<file path="src/design/cfd_defs.vh">
// Constants for the CAN transceiver fault diagnostics block
`ifndef CFD_DEFS_VH
`define CFD_DEFS_VH
// Clock and local timebase
`define CFD_CLK_MHZ 100
`define CFD_TICK_US 1
`define CFD_TICK_CYC 7'h64
// Default time-outs in microseconds
`define CFD_TXD_DOM_TO_US 16'h03E8
`define CFD_BUS_DOM_TO_US 16'h03E8
`define CFD_WAKE_FILT_US 16'h0032
`define CFD_TXD_DOM_MIN_US 16'h0004
// Bus failure needs this many consecutive faulty cycles
`define CFD_BUS_FAIL_CYCLES 3'h4
// Operating mode codes
`define CFD_MODE_NORMAL 3'h0
`define CFD_MODE_LISTEN 3'h1
`define CFD_MODE_STANDBY 3'h2
`define CFD_MODE_GOSLEEP 3'h3
`define CFD_MODE_SLEEP 3'h4
// Register byte offsets
`define CFD_REG_STATUS 8'h00
`define CFD_REG_IRQ_STATUS 8'h04
`define CFD_REG_IRQ_CLEAR 8'h08
`define CFD_REG_IRQ_ENABLE 8'h0C
// Status field positions
`define CFD_ST_BUS_FAIL 0
`define CFD_ST_LOCAL_FAIL 1
`define CFD_ST_TXD_CLAMP 2
`define CFD_ST_PIN_SHORT 3
`define CFD_ST_BUS_CLAMP 4
`define CFD_ST_OVERTEMP 5
`define CFD_ST_TX_OFF 6
`define CFD_ST_WAKE_LEVEL 7
// Interrupt field positions
`define CFD_IRQ_BUS_FAIL 0
`define CFD_IRQ_LOCAL_FAIL 1
`define CFD_IRQ_WAKE 2
`define CFD_IRQ_W 3
// Reset values
`define CFD_IRQ_EN_RST 3'h0
`endif

</file>
<file path="src/design/cfd_fault_diag.v">
// Fault detection, flags and pin control of a high-speed CAN transceiver
//
// Summary of operation
// - Four consecutive faulty dominant-recessive transmit cycles set the bus-failure flag.
// - Bus-failure flag appears on the fault output only in Normal mode.
// - Bus-failure flag clears at reset and on entering Normal mode.
// - In Normal or Listen-only, any of four local events sets local-failure.
// - Local-failure flag appears on the fault output in Listen-only mode.
// - Resolved local failures clear at reset, Normal entry, or receive dominant/transmit recessive.
// - Transmit input low past its time-out disables the transmitter until flag clears.
// - A transmit-to-receive pin short disables the transmitter until flag clears.
// - Bus dominant past its time-out sets local-failure, transmitter stays enabled.
// - Bus clamping is not latched and releases when the bus goes recessive.
// - Overtemperature disables the transmitter and sets local-failure until the flag clears.
// - Split output driven in Normal and Listen-only, floating in other modes.
// - Either edge on the wake input is a local wake-up event.
// - Wake bias follows the filtered wake level: pull-up high, pull-down low.
// - Fault output low shows a set flag, high a cleared one.
`timescale 1ns/1ns
`include "cfd_defs.vh"

module cfd_fault_diag #(
  parameter [15:0] TXD_DOM_TO_US = `CFD_TXD_DOM_TO_US,
  parameter [15:0] BUS_DOM_TO_US = `CFD_BUS_DOM_TO_US,
  parameter [15:0] WAKE_FILT_US = `CFD_WAKE_FILT_US
) (
  // Clock and reset
  input wire CORE_CLK_I,
  input wire RST_N_I,
  // Operating mode from the mode controller
  input wire [2:0] MODE_I,
  // Pins and analog sense inputs
  input wire TXD_I,
  input wire RXD_SENSE_I,
  input wire BUS_DOM_I,
  input wire BUS_SHORT_I,
  input wire OVERTEMP_I,
  input wire WAKE_I,
  // Pin and analog control outputs
  output wire RXD_O,
  output wire ERR_N_O,
  output wire TX_EN_O,
  output wire SPLIT_EN_O,
  output wire WAKE_PULLUP_O,
  output wire WAKE_EVENT_O,
  // Register port
  input wire [7:0] ADDR_I,
  input wire [31:0] WDATA_I,
  input wire WR_I,
  input wire RD_I,
  output wire [31:0] RDATA_O,
  // Interrupt
  output wire IRQ_O
);

  localparam [6:0] TICK_CYC = `CFD_TICK_CYC;
  localparam [15:0] TXD_MIN_US = `CFD_TXD_DOM_MIN_US;
  // One-hot states of the transmit cycle tracker
  localparam [2:0] ST_IDLE = 3'b001;
  localparam [2:0] ST_DOM = 3'b010;
  localparam [2:0] ST_REC = 3'b100;
  // Saturating increment shared by all timers
  function [15:0] sat_inc;
    input [15:0] v;
    begin
      sat_inc = (v == 16'hFFFF) ? v : v + 16'h0001;
    end
  endfunction
  reg [5:0] sync1_reg, sync2_reg;
  reg [6:0] div_reg;
  reg [15:0] txd_cnt_reg, bus_cnt_reg, wake_cnt_reg;
  reg [2:0] state_reg, fail_cnt_reg, mode_reg, rxd_hist_reg, irq_st_reg, irq_en_reg;
  reg tick_reg, cyc_short_reg, bus_fail_reg, txd_clamp_reg, pin_short_reg, ot_reg;
  reg rxd_reg, err_n_reg, tx_en_reg, split_reg, wake_lvl_reg, wake_evt_reg, irq_reg, local_prev_reg;
  reg [31:0] rdata_reg, rdata_next;
  wire txd_s = sync2_reg[0];
  wire rxd_sense_s = sync2_reg[1];
  wire bus_dom_s = sync2_reg[2];
  wire bus_short_s = sync2_reg[3];
  wire ot_s = sync2_reg[4];
  wire wake_s = sync2_reg[5];
  wire in_normal = (MODE_I == `CFD_MODE_NORMAL);
  wire in_listen = (MODE_I == `CFD_MODE_LISTEN);
  wire diag_mode = in_normal | in_listen;
  wire enter_normal = in_normal & (mode_reg != `CFD_MODE_NORMAL);
  wire txd_timeout = (txd_cnt_reg >= TXD_DOM_TO_US);
  wire bus_clamp = (bus_cnt_reg >= BUS_DOM_TO_US);
  wire txd_long = (txd_cnt_reg >= TXD_MIN_US);
  wire short_now = (rxd_hist_reg == 3'h7) & ~rxd_sense_s;
  wire latched_fail = txd_clamp_reg | pin_short_reg | ot_reg;
  wire local_fail = latched_fail | bus_clamp;
  wire resolved = txd_s & ~short_now & ~ot_s & ~bus_clamp;
  wire clr_local = resolved & (enter_normal | (bus_dom_s & txd_s));
  wire set_txd_clamp = diag_mode & txd_timeout;
  wire set_short = diag_mode & short_now;
  wire set_ot = diag_mode & ot_s;
  wire bus_fail_set = (state_reg == ST_DOM) & txd_s & cyc_short_reg & in_normal &
    (fail_cnt_reg == `CFD_BUS_FAIL_CYCLES - 3'h1);
  wire wake_evt = (wake_s != wake_lvl_reg) & (wake_cnt_reg >= WAKE_FILT_US);
  wire local_rise = local_fail & ~local_prev_reg;
  wire wr_clr = WR_I & (ADDR_I == `CFD_REG_IRQ_CLEAR);
  // Two-stage synchronisers, reset to each line's idle level so no false cause follows reset
  always @(posedge CORE_CLK_I or negedge RST_N_I)
  begin
    if (!RST_N_I)
    begin
      sync1_reg <= 6'h23;
      sync2_reg <= 6'h23;
    end
    else
    begin
      sync1_reg <= {WAKE_I, OVERTEMP_I, BUS_SHORT_I, BUS_DOM_I, RXD_SENSE_I, TXD_I};
      sync2_reg <= sync1_reg;
    end
  end

  // Microsecond timebase and the time-out counters
  always @(posedge CORE_CLK_I or negedge RST_N_I)
  begin
    if (!RST_N_I)
    begin
      div_reg <= 7'h00;
      tick_reg <= 1'b0;
      txd_cnt_reg <= 16'h0000;
      bus_cnt_reg <= 16'h0000;
      wake_cnt_reg <= 16'h0000;
    end
    else
    begin
      tick_reg <= (div_reg == TICK_CYC - 7'h01);
      div_reg <= (div_reg == TICK_CYC - 7'h01) ? 7'h00 : div_reg + 7'h01;
      // Transmit low time
      if (txd_s)
        txd_cnt_reg <= 16'h0000;
      else if (tick_reg)
        txd_cnt_reg <= sat_inc(txd_cnt_reg);
      // Bus dominant time
      if (!bus_dom_s)
        bus_cnt_reg <= 16'h0000;
      else if (tick_reg)
        bus_cnt_reg <= sat_inc(bus_cnt_reg);
      // Wake level stability time
      if (wake_s == wake_lvl_reg || wake_evt)
        wake_cnt_reg <= 16'h0000;
      else if (tick_reg)
        wake_cnt_reg <= sat_inc(wake_cnt_reg);
    end
  end
  // Tracks transmit dominant-recessive cycles and counts faulty ones
  always @(posedge CORE_CLK_I or negedge RST_N_I)
  begin
    if (!RST_N_I)
    begin
      state_reg <= ST_IDLE;
      cyc_short_reg <= 1'b0;
      fail_cnt_reg <= 3'h0;
      bus_fail_reg <= 1'b0;
    end
    else
    begin
      case (state_reg)
        ST_IDLE:
        begin
          cyc_short_reg <= 1'b0;
          if (in_normal && !txd_s)
            state_reg <= ST_DOM;
        end
        ST_DOM:
        begin
          // Short only counts once our driver has held dominant long enough
          if (!txd_s && txd_long && bus_short_s && tx_en_reg)
            cyc_short_reg <= 1'b1;
          if (!in_normal)
            state_reg <= ST_IDLE;
          else if (txd_s)
          begin
            state_reg <= ST_REC;
            if (cyc_short_reg)
              fail_cnt_reg <= (fail_cnt_reg == `CFD_BUS_FAIL_CYCLES) ?
                fail_cnt_reg : fail_cnt_reg + 3'h1;
            else
              fail_cnt_reg <= 3'h0;
          end
        end
        ST_REC:
        begin
          cyc_short_reg <= 1'b0;
          if (!in_normal)
            state_reg <= ST_IDLE;
          else if (!txd_s)
            state_reg <= ST_DOM;
        end
        default:
          state_reg <= ST_IDLE;
      endcase
      if (enter_normal)
        fail_cnt_reg <= 3'h0;
      // Set wins; entry into Normal otherwise clears
      if (bus_fail_set)
        bus_fail_reg <= 1'b1;
      else if (enter_normal)
        bus_fail_reg <= 1'b0;
    end
  end

  // Latched local failure causes
  always @(posedge CORE_CLK_I or negedge RST_N_I)
  begin
    if (!RST_N_I)
    begin
      txd_clamp_reg <= 1'b0;
      pin_short_reg <= 1'b0;
      ot_reg <= 1'b0;
      mode_reg <= `CFD_MODE_STANDBY;
      rxd_hist_reg <= 3'h0;
    end
    else
    begin
      mode_reg <= MODE_I;
      rxd_hist_reg <= {rxd_hist_reg[1:0], rxd_reg};
      if (set_txd_clamp)
        txd_clamp_reg <= 1'b1;
      else if (clr_local)
        txd_clamp_reg <= 1'b0;
      if (set_short)
        pin_short_reg <= 1'b1;
      else if (clr_local)
        pin_short_reg <= 1'b0;
      if (set_ot)
        ot_reg <= 1'b1;
      else if (clr_local)
        ot_reg <= 1'b0;
    end
  end

  // Pin outputs: receive data, fault indicator, transmitter and split
  always @(posedge CORE_CLK_I or negedge RST_N_I)
  begin
    if (!RST_N_I)
    begin
      rxd_reg <= 1'b1;
      err_n_reg <= 1'b1;
      tx_en_reg <= 1'b0;
      split_reg <= 1'b0;
    end
    else
    begin
      rxd_reg <= ~bus_dom_s;
      if (in_normal)
        err_n_reg <= ~bus_fail_reg;
      else if (in_listen)
        err_n_reg <= ~local_fail;
      else
        err_n_reg <= 1'b1;
      // Bus clamp alone leaves the driver on
      tx_en_reg <= in_normal & ~latched_fail & ~set_txd_clamp & ~set_short & ~set_ot;
      split_reg <= diag_mode;
    end
  end

  // Wake filter, bias control and wake event
  always @(posedge CORE_CLK_I or negedge RST_N_I)
  begin
    if (!RST_N_I)
    begin
      wake_lvl_reg <= 1'b1;
      wake_evt_reg <= 1'b0;
    end
    else
    begin
      wake_evt_reg <= wake_evt;
      if (wake_evt)
        wake_lvl_reg <= wake_s;
    end
  end

  // Interrupt status, enable and level output
  always @(posedge CORE_CLK_I or negedge RST_N_I)
  begin
    if (!RST_N_I)
    begin
      irq_st_reg <= 3'h0;
      irq_en_reg <= `CFD_IRQ_EN_RST;
      local_prev_reg <= 1'b0;
      irq_reg <= 1'b0;
    end
    else
    begin
      local_prev_reg <= local_fail;
      if (WR_I && ADDR_I == `CFD_REG_IRQ_ENABLE)
        irq_en_reg <= WDATA_I[`CFD_IRQ_W-1:0];
      // Set beats a clear in the same cycle
      irq_st_reg <= (irq_st_reg & ~(wr_clr ? WDATA_I[`CFD_IRQ_W-1:0] : 3'h0)) |
        {wake_evt, local_rise, bus_fail_set};
      irq_reg <= |(irq_st_reg & irq_en_reg);
    end
  end

  // Read decode; unmapped and write-only offsets read zero
  always @*
  begin
    rdata_next = 32'h0000_0000;
    if (ADDR_I == `CFD_REG_STATUS)
    begin
      rdata_next[`CFD_ST_BUS_FAIL] = bus_fail_reg;
      rdata_next[`CFD_ST_LOCAL_FAIL] = local_fail;
      rdata_next[`CFD_ST_TXD_CLAMP] = txd_clamp_reg;
      rdata_next[`CFD_ST_PIN_SHORT] = pin_short_reg;
      rdata_next[`CFD_ST_BUS_CLAMP] = bus_clamp;
      rdata_next[`CFD_ST_OVERTEMP] = ot_reg;
      rdata_next[`CFD_ST_TX_OFF] = ~tx_en_reg;
      rdata_next[`CFD_ST_WAKE_LEVEL] = wake_lvl_reg;
    end
    else if (ADDR_I == `CFD_REG_IRQ_STATUS)
      rdata_next[`CFD_IRQ_W-1:0] = irq_st_reg;
    else if (ADDR_I == `CFD_REG_IRQ_ENABLE)
      rdata_next[`CFD_IRQ_W-1:0] = irq_en_reg;
  end

  // Read data stands only in the cycle after the strobe
  always @(posedge CORE_CLK_I or negedge RST_N_I)
  begin
    if (!RST_N_I)
      rdata_reg <= 32'h0000_0000;
    else
      rdata_reg <= RD_I ? rdata_next : 32'h0000_0000;
  end
  assign RXD_O = rxd_reg;
  assign ERR_N_O = err_n_reg;
  assign TX_EN_O = tx_en_reg;
  assign SPLIT_EN_O = split_reg;
  assign WAKE_PULLUP_O = wake_lvl_reg;
  assign WAKE_EVENT_O = wake_evt_reg;
  assign RDATA_O = rdata_reg;
  assign IRQ_O = irq_reg;
endmodule // cfd_fault_diag

</file>
<file path="config.mk">
export PLATFORM = sky130hd
export DESIGN_NAME = cfd_fault_diag
export DESIGN_NICKNAME = d
export VERILOG_FILES = /design/src/design/cfd_fault_diag.v
export VERILOG_INCLUDE_DIRS = /design/src /design/src/design
export SDC_FILE = /design/constraint.sdc
export NUM_CORES = 1
export LEC_CHECK = 0
export ABC_AREA = 1
export BUFFER_PORTS_ARGS = -buffer_cell sky130_fd_sc_hd__clkbuf_2
export CORE_MARGIN = 1
export CORE_UTILIZATION = 46
export DETAILED_ROUTE_END_ITERATION = 6
export PLACE_DENSITY = 0.67
export SYNTH_ARGS = -nofsm -noshare
export SYNTH_HDL_FRONTEND = slang
export SYNTH_SLANG_ARGS = --single-unit
</file>
<file path="constraint.sdc">
create_clock -name CORE_CLK_I -period 2.67 [get_ports CORE_CLK_I]
set_input_delay 0.1335 -clock CORE_CLK_I [delete_from_list [all_inputs] [get_ports CORE_CLK_I]]
set_output_delay 0.1335 -clock CORE_CLK_I [all_outputs]
set_load 0.005 [all_outputs]
</file>
==> results.tsv, run 1 <==
metric	value	unit
crit-path max FO	24	
sequential fraction of the synthesis area	49.6	%
slew margin rel.	47.8	%
CP required	2.91	ns
startpoint types	register	
HPWL Detailed	7.48	mm
share of power burned in registers	52.6	%
Crit Path Class	register to register	
setup bufs post-CTS	0	
CTS buffer count	9	
f_max	521	MHz
Area growth syn-to-layout	12.5	%
drt via density	4.93	
H-tree lvl count	3	
FILL cells	1050	
I/O Pins	92	
initial core utilization	47.4	%
fin crit share	71.9	%
combinational power share	6.5	%
Internal Power	2490	uW
total die area	12200	um2
ANT nets after route	0	
worst vdd ir	0.000498	V
via count	4331	
FP Rows	39	
Post-Syn Area	5430	um2
clock root cell	clkbuf_16	
post-synthesis cell count	671	
DP Cell Count	853	
Routed WL per cell	11.6	um
Initial DRC Count	198	
switching power	772	uW
Post-synth EDFFs	0	
clk slew on worst S/H paths	0.07	ns
Clock power frac	40.9	%
Worst Setup End Kind	register	
Synth area leader	dfrtp_1	
total negative setup slack	0	ns
post-synth top area share	44.2	%
DRC	0	
flip-flop and latch area	2690	um2
hold-fix buffer count after cts	10	
Final setup viols	0	
multi-input logic area	2290	um2
clock latency on the worst-skew pair	0.34	ns
HP Class	input port to register	
worst slew pin tran	0.777	ns
post-synthesis cell type count	37	
synth warn	0	
# port buffers	38	
Sw Share	23.7	%
core box area	11500	um2
crit path DAT	2.15	ns
Resize count post-CTS	0	
status	completed	
largest net degree at the start of global routing	59	
Async SR Flop Fraction	100	%
final instance count without filler cells	879	
fin crit period	1.92	ns
Seq cells post-synth	107	
Power per Cell Area	533	nW/um2
die height	111	um
Leak	0.00307	uW
RePlAce Congestion	0.877	
Hold Vio Cnt, Final	0	
max-capacitance violation count	0	
final clock skew	0.00678	ns
initial antenna violation count	0	
CTS tree	yes	
GRT overflow	0	
fin. max-slew vios	0	
ys flop type	dfrtp_1	
Syn Area/Cell	8.09	um2
final wirelength	10.2	mm
number of diodes	0	
die width	111	um
RSZ-0062 raised after global routing	false	
Area contributors post-synth	dfrtp_1 (44%), nand2_1 (12%), nand3_1 (6.7%)	
drt pass-1 iters	5	
clk buf depth	2	
Final Net Count	794	
vias in the first global route	4225	
share of layout cells above drive strength 1	12.1	%
GRT Util Overall	18.1	%
clock sinks	107	
first-pass GRT wire length	18.4	mm
-- final timing paths --
kind | cells after the start | end | from | slack [ns]
worst max-delay path | 10 | txd_cnt_reg[4]$_DFFE_PN0P_ | txd_cnt_reg[0]$_DFFE_PN0P_ | 0.75
worst max register to register | 10 | txd_cnt_reg[4]$_DFFE_PN0P_ | txd_cnt_reg[0]$_DFFE_PN0P_ | 0.75
min in group asynchronous | 2 | IRQ_O$_DFF_PN0_ | RST_N_I | 0.34
max in group asynchronous | 3 | WAKE_PULLUP_O$_DFFE_PN1P_ | RST_N_I | 1.55
worst min-delay path | 3 | irq_en_reg[1]$_DFFE_PN0P_ | WDATA_I[1] | 0.04
worst min register to register | 0 | sync2_reg[0]$_DFF_PN1_ | sync1_reg[0]$_DFF_PN1_ | 0.35
-- area by class of cell --
class | count | area share (%)
clock inverters | 7 | 1.23
clock buffers | 9 | 3.69
repair buffers | 51 | 5.36
well taps | 143 | 2.93
inverters | 85 | 5.22
flip-flops and latches | 107 | 44.0
multi-input cells | 477 | 37.5
-- layout by cell type (no fill, tap or decap), drive strengths merged --
master | synthesis | layout
or2 | 3 | 3
inv | 83 | 85
xor2 | 14 | 14
and3 | 3 | 3
buf | 32 | 4
o22ai | 2 | 2
o211ai | 1 | 1
conb | 1 | 34
nor3b | 1 | 1
clkinv | 2 | 4
dlygate4sd3 | 0 | 10
nand3 | 74 | 74
clkinvlp | 0 | 2
nand2 | 173 | 173
o31ai | 1 | 1
bufinv | 0 | 1
clkbuf | 3 | 46
a21boi | 1 | 1
o21ai | 37 | 37
dfrtp | 96 | 96
ha | 10 | 10
nor2 | 80 | 80
o21bai | 2 | 2
nor3 | 9 | 9
dfstp | 11 | 11
a21oi | 6 | 6
xnor2 | 1 | 1
nand3b | 1 | 1
nand4 | 23 | 23
nor4 | 1 | 1
-- worst max-delay path: stages, from the launching register on --
cell and delay [ns]:
dfrtp_1 0.46, ha_1 0.27, nand3_1 0.16, inv_1 0.10, nand2_2 0.07, inv_1 0.06, nand3_1 0.08, nand2_2 0.31
inv_1 0.16, nand2_1 0.09, nand2_1 0.05
-- metrics by stage --
stage / total power, uW / worst slack [ns] / hold WS [ns] / instance area [um2] / util, %
2_1_floorplan: 1880 / 1.16 / -0.162 / 5550 / -
3_3_place_gp: 1940 / 0.823 / 0.193 / 5710 / 49.8
3_5_place_dp: 1950 / 0.755 / 0.202 / 5710 / 49.8
4_1_cts: 3300 / 0.748 / 0.0319 / 6110 / 53.3
5_1_grt: 3390 / 0.467 / 0.0510 / 6110 / 53.3
6_report: 3260 / 0.751 / 0.0367 / 6110 / 53.3
-- synth_stat cells, types with 4 or more instances --
library cell	n
a21oi_1	6
buf_2	4
buf_4	26
dfrtp_1	96
dfstp_2	11
ha_1	10
inv_1	81
nand2_1	168
nand3_1	73
nand4_1	23
nor2_1	77
nor3_1	9
o21ai_0	27
o21ai_2	7
xor2_1	14
-- power by group through the flow --
stage	clock network [uW]	registers, uW	logic, uW
final	1330	1710	212
after detailed placement	0	1740	205
after CTS	1370	1710	217
after global routing	1420	1720	247
after floorplan	0	1740	146
after global placement	0	1740	198
-- layer usage --
layer / share of wire [%] / GRT usage, %
met5: 0 / 0
met4: 1.7 / 6.04
met3: 4.5 / 3.66
met2: 48 / 30.6
met1: 46 / 23.3
-- cells by family (layout without fill, tap and decap cells) --
group,after synthesis,in the layout,synth area share (%)
flops,107,107,49.6
compound gates,50,50,5.37
simple gates,368,368,29.8
buf+inv,120,152,10.5
fa+ha+maj,10,10,2.30
other cells,1,34,0.0691
xor+xnor,15,15,2.42
Note: power is estimated with default switching activity, not from simulation.
==> run 2: changes to the inputs <==
Settings changed: PLACE_DENSITY 0.67 to 0.7.
Clock period 2.67 ns to 1.55 ns, I/O delays scaled along.
==> results.tsv, run 2 (synthesized netlist as in run 1, its figures left out) <==
metric	value	unit	change
M1 WL	5.01	mm	+7.3%
fin crit period	1.49	ns	-0.424 ns
FF-to-FF End	wake_cnt_reg[4]$_DFFE_PN0P_		
share of power burned in registers	53.4	%	+0.8 points
CTS buffer count	9		unchanged
switching power	1360	uW	+76%
Final setup viols	0		unchanged
clock sinks	107		unchanged
Clock power frac	39.1	%	-1.8 points
reg2reg setup slack	0.06	ns	-0.70 ns
max layer used	met4		
crit path launch	wake_cnt_reg[0]$_DFFE_PN0P_		
Routed WL per cell	12.0	um	+3.4%
worst vdd ir	0.000827	V	+66%
fin. max-slew vios	0		unchanged
Final Net Count	830		+4.5%
crit path DAT	1.78	ns	-0.37 ns
Initial DRC Count	207		+4.5%
RePlAce Congestion	0.920		+4.9%
via count	4420		+2.1%
Area growth syn-to-layout	20.3	%	
f_max	669	MHz	+28%
slew margin rel.	63.3	%	+16 points
commonest non-fill, non-tap cell in the layout	nand2_1		
number of diodes	0		unchanged
first-pass GRT wire length	18.5	mm	+0.45%
total die area	12200	um2	unchanged
die height	111	um	unchanged
fin crit share	96.4	%	+25 points
CTS tree	yes		
GRT overflow	0		unchanged
met3 wire len	372	um	-18%
CP required	1.84	ns	-1.07 ns
final wirelength	10.9	mm	+7.6%
startpoint types	register		
crit-path max FO	7		-71%
clk slew on worst S/H paths	0.07	ns	about the same
vias in the first global route	4194		-0.73%
Leak	0.00326	uW	+6.1%
drt pass-1 iters	4		-1
status	completed		
I/O Pins	92		unchanged
clock latency on the worst-skew pair	0.35	ns	about the same
largest net degree at the start of global routing	108		+83%
share of layout cells above drive strength 1	19.6	%	+7.5 points
clk buf depth	2		unchanged
ANT nets after route	0		unchanged
max-capacitance violation count	0		unchanged
commonest non-fill, non-tap cells in the layout	nand2_1 (161), dfrtp_1 (94), inv_1 (79)		
Power per Cell Area	845	nW/um2	+59%
DRC	0		unchanged
# port buffers	38		unchanged
drt via density	4.83		-2.0%
HPWL Detailed	7.73	mm	+3.2%
Layout Utilization	57.0	%	+3.7 points
final clock skew	0.00819	ns	+0.00141 ns
HP Class	input port to register		
worst slew pin tran	0.550	ns	-0.227 ns
FP Rows	39		unchanged
GRT Util Overall	18.5	%	+0.41 points
Hold Vio Cnt, Final	0		unchanged
core box area	11500	um2	unchanged
Sw Share	24.7	%	+0.97 points
Worst Setup End Kind	register		
die width	111	um	unchanged
Critical R2R Launch	wake_cnt_reg[0]$_DFFE_PN0P_		
initial antenna violation count	0		unchanged
H-tree lvl count	3		unchanged
hold_ws	0.00928	ns	-0.0274 ns
initial core utilization	47.4	%	unchanged
clock root cell	clkbuf_16		
FILL cells	1000		-4.8%
DR WL met2	5.40	mm	+11%
worst-case reg-to-reg path depth	10		unchanged
combinational power share	7.5	%	+1.0 points
Internal Power	4160	uW	+67%
RSZ-0062 raised after global routing	true		
crit path to	wake_cnt_reg[4]$_DFFE_PN0P_		
Crit Path Class	register to register		
==> run 2: cell types whose count changed in the layout (fill, tap and decap cells not counted), moves of 4 or more <==
cell	before	now
buf_4	3	32
nand3_1	73	68
nand2_2	3	8
nor2_2	0	7
nor2_1	77	69
nand3_2	1	5
nand2_1	168	161
==> run 2: timing repair <==
| action | in CTS | in global routing |
|---|---|---|
| endpoints found under the hold margin | 110 | 0 |
| gates cloned | 0 | 1 |
| pin swaps | 0 | 11 |
| endpoints found under the setup margin | 5 | 49 |
| hold buffers | 13 | 0 |
| gates resized for setup | 2 | 38 |
| buffers inserted | 0 | 2 |
==> run 2: power by group through the flow <==
stage          Sequential, uW  Clock [uW]  Combinational [uW]
3_5_place_dp             3000           0                 383
5_1_grt                  2960        2340                 479
4_1_cts                  2950        2230                 411
3_3_place_gp             3000           0                 370
6_report                 2950        2160                 415
2_1_floorplan            2990           0                 251
==> run 2: worst min-delay path by stage <==
stage | from | to | slack [ns] | cells after the start
detailed placement | TXD_I | sync1_reg[0]$_DFF_PN1_ | 0.17 | 1
global placement | WAKE_I | sync1_reg[5]$_DFF_PN1_ | 0.17 | 1
floorplan | RST_N_I | IRQ_O$_DFF_PN0_ | -0.22 | 0
finish | WDATA_I[1] | irq_en_reg[1]$_DFFE_PN0P_ | 0.009 | 3
global route | WDATA_I[1] | irq_en_reg[1]$_DFFE_PN0P_ | 0.02 | 3
CTS | WDATA_I[1] | irq_en_reg[1]$_DFFE_PN0P_ | 0.007 | 3
==> run 2: cell type report <==
| class | instances | area [um2] | area share [%] |
|---|---|---|---|
| timing repair buffer | 86 | 618 | 9.46 |
| tap | 143 | 179 | 2.74 |
| inverter | 85 | 319 | 4.88 |
| clock inverter | 6 | 48.8 | 0.747 |
| clock buffer | 10 | 229 | 3.50 |
| sequential | 107 | 2690 | 41.2 |
| multi-input combinational | 478 | 2450 | 37.4 |
==> run 2: per-layer routing <==
| metal | GRT usage (%) | vias to the layer above |
|---|---|---|
| met3 | 4.21 | 15 |
| met5 | 0 | - |
| met4 | 6.49 | 0 |
| li1 | - | 2270 |
| met1 | 24.0 | 2062 |
| met2 | 30.6 | 73 |
==> run 2: per-stage QoR <==
step	area, um2	setup slack [ns]	cells	power (uW)	TNS (ns)
global route	6540	-0.0477	915	5780	-0.314
detailed placement	5950	-0.0175	883	3380	-0.0175
CTS	6370	0.000381	912	5590	0
finish	6540	0.0551	915	5520	0
floorplan	5550	0.0424	704	3240	0
global placement	5950	0.0441	883	3370	0
==> run 2: critical path: stages, from the launching register on <==
cell	delay, ns
dfrtp_2	0.41
inv_2	0.07
ha_4	0.15
nor2_2	0.11
nand3_1	0.09
nand2_1	0.09
nand3_2	0.08
nor2_2	0.14
buf_6	0.15
nand2_2	0.05
nor2_2	0.09
==> run 3: changes to the inputs <==
Settings changed: BUFFER_PORTS_ARGS -buffer_cell sky130_fd_sc_hd__clkbuf_2 to -buffer_cell sky130_fd_sc_hd__buf_2.
==> results.tsv, run 3 (synthesized netlist as in run 1, its figures left out) <==
metric	value	unit	change
RePlAce Congestion	0.877		-4.6%
commonest non-fill, non-tap cell in the layout	nand2_1		
DRC	0		unchanged
fin crit period	1.52	ns	+0.0202 ns
final wirelength	11.9	mm	+8.6%
Crit Path Class	register to register		
core box area	11500	um2	unchanged
Internal Power	4370	uW	+5.0%
Hold Vio Cnt, Final	0		unchanged
Sw Share	23.7	%	-0.99 points
first-pass GRT wire length	19.5	mm	+5.4%
HPWL Detailed	8.28	mm	+7.2%
Buf+Inv Stages, Crit Path	2		unchanged
vias in the first global route	4413		+5.2%
clock sinks	107		unchanged
largest net degree at the start of global routing	33		-69%
design area	6650	um2	+1.7%
GRT Util Overall	19.5	%	+0.98 points
number of diodes	0		unchanged
FP Rows	39		unchanged
combinational power share	7.9	%	+0.4 points
gr busiest metal	met2		
clk slew on worst S/H paths	0.07	ns	about the same
crit path cell chain	inv_2 > ha_2 > nor2_1 > nand3_1 > nand2_1 > nand3_2 > nor2_4 > buf_6 > nand2_1 > nor2_1		
via count	4625		+4.6%
drt via density	5.01		+3.7%
DP Cell Count	884		+0.11%
worst vdd ir	0.000776	V	-6.1%
final clock skew	0.00683	ns	-0.00136 ns
Power per Cell Area	861	nW/um2	+1.9%
switching power	1360	uW	-0.49%
routing usage on met3	3.72	%	-0.49 points
die width	111	um	unchanged
clk buf depth	2		unchanged
CTS buffer count	9		unchanged
total negative setup slack	0	ns	unchanged
f_max	660	MHz	-1.3%
die height	111	um	unchanged
CP top delay family	simple AND/OR/NAND/NOR gates		
HP Class	input port to register		
fin crit share	97.8	%	+1.3 points
crit path DAT	1.79	ns	about the same
Crit-path slowest cell	dfrtp_1		
GRT overflow	0		unchanged
clock latency on the worst-skew pair	0.35	ns	about the same
share of power burned in registers	51.6	%	-1.8 points
max-capacitance violation count	0		unchanged
CTS tree	yes		
startpoint types	register		
Area growth syn-to-layout	22.4	%	
Final Net Count	838		+0.96%
CP required	1.83	ns	about the same
share of layout cells above drive strength 1	20.1	%	+0.57 points
Cell Area, Placed	5980	um2	+0.55%
met2 usage	33.4	%	+2.9 points
Leak	0.00332	uW	+1.8%
fin. max-slew vios	0		unchanged
total die area	12200	um2	unchanged
initial core utilization	47.4	%	unchanged
H-tree lvl count	3		unchanged
slew margin rel.	63.4	%	about the same
Routed WL per cell	12.9	um	+7.7%
Worst Setup End Kind	register		
crit-path max FO	7		unchanged
initial antenna violation count	0		unchanged
commonest non-fill, non-tap cells in the layout	nand2_1 (162), dfrtp_1 (96), inv_1 (79)		
# port buffers	38		unchanged
met1 global-route usage	24.8	%	+0.80 points
final instance count without filler cells	923		+0.87%
Clock power frac	40.5	%	+1.4 points
Initial DRC Count	295		+43%
clock root cell	clkbuf_16		
RSZ-0062 raised after global routing	true		
CP peak stage delay	0.42	ns	about the same
worst slew pin tran	0.548	ns	-0.00156 ns
Final setup viols	0		unchanged
status	completed		
drt pass-1 iters	6		+2
ANT nets after route	0		unchanged
I/O Pins	92		unchanged
==> run 3: cell types whose count changed in the layout (fill, tap and decap cells not counted), moves of 3 or more <==
cell      change
nor2_2        -3
buf_2        +37
clkbuf_2     -37
buf_4         +5
==> run 3: cell type report <==
| cell class | instances | area (um2) |
|---|---|---|
| fillers | 1006 | 4820 |
| flip-flops and latches | 107 | 2690 |
| multi-input cells | 480 | 2470 |
| repair buffers | 92 | 686 |
| inverters | 85 | 322 |
| clock buffers | 12 | 246 |
| well taps | 143 | 179 |
| clock inverters | 4 | 51.3 |
==> run 3: power by group through the flow <==
stage | Sequential (uW) | Clock [uW] | Combinational (uW)
3_5_place_dp | 3000 | 0 | 403
3_3_place_gp | 3000 | 0 | 384
4_1_cts | 2950 | 2360 | 432
6_report | 2960 | 2320 | 450
2_1_floorplan | 2990 | 0 | 251
5_1_grt | 2970 | 2460 | 516
==> run 3: layer usage <==
layer,part of all wire (%),up-vias
li1,-,2288
met1,44,2212
met2,50,106
met3,3.6,19
met4,1.8,0
met5,0,-
==> run 3: worst paths after layout <==
check / slack (ns) / end / from / cells after the start
worst min register to register: 0.36 / sync2_reg[0]$_DFF_PN1_ / sync1_reg[0]$_DFF_PN1_ / 0
min in group asynchronous: 0.23 / wake_cnt_reg[14]$_DFFE_PN0P_ / RST_N_I / 2
worst max-delay path: 0.03 / wake_cnt_reg[3]$_DFFE_PN0P_ / wake_cnt_reg[0]$_DFFE_PN0P_ / 10
worst min-delay path: 0.02 / irq_en_reg[1]$_DFFE_PN0P_ / WDATA_I[1] / 3
worst max register to register: 0.03 / wake_cnt_reg[3]$_DFFE_PN0P_ / wake_cnt_reg[0]$_DFFE_PN0P_ / 10
max in group asynchronous: 0.73 / sync2_reg[1]$_DFF_PN1_ / RST_N_I / 3
==> run 3: repair_timing <==
| item | 4_1_cts | 5_1_grt |
|---|---|---|
| hold endpoints to repair | 36 | 0 |
| cloned | 0 | 3 |
| setup endpoints to repair | 10 | 47 |
| buffers inserted | 0 | 8 |
| gates resized for setup | 3 | 39 |
| pin swaps | 0 | 14 |
| hold buffers | 12 | 0 |
==> run 3: worst min-delay path, cell delays in order <==
cell and delay, ns:
buf_2 0.10, inv_1 0.06, o21ai_0 0.09
==> run 3: through the flow <==
step                      util [%]  setup WS [ns]  hold WS [ns]  total power, uW
after floorplan                  -         0.0424        -0.218             3240
after global placement        52.2         0.0564        0.0612             3380
after detailed placement      52.2       -0.00616        0.0695             3400
after CTS                     55.9        0.00708       0.00960             5740
after global routing          58.0        -0.0730        0.0279             5940
final                         58.0         0.0349        0.0199             5730
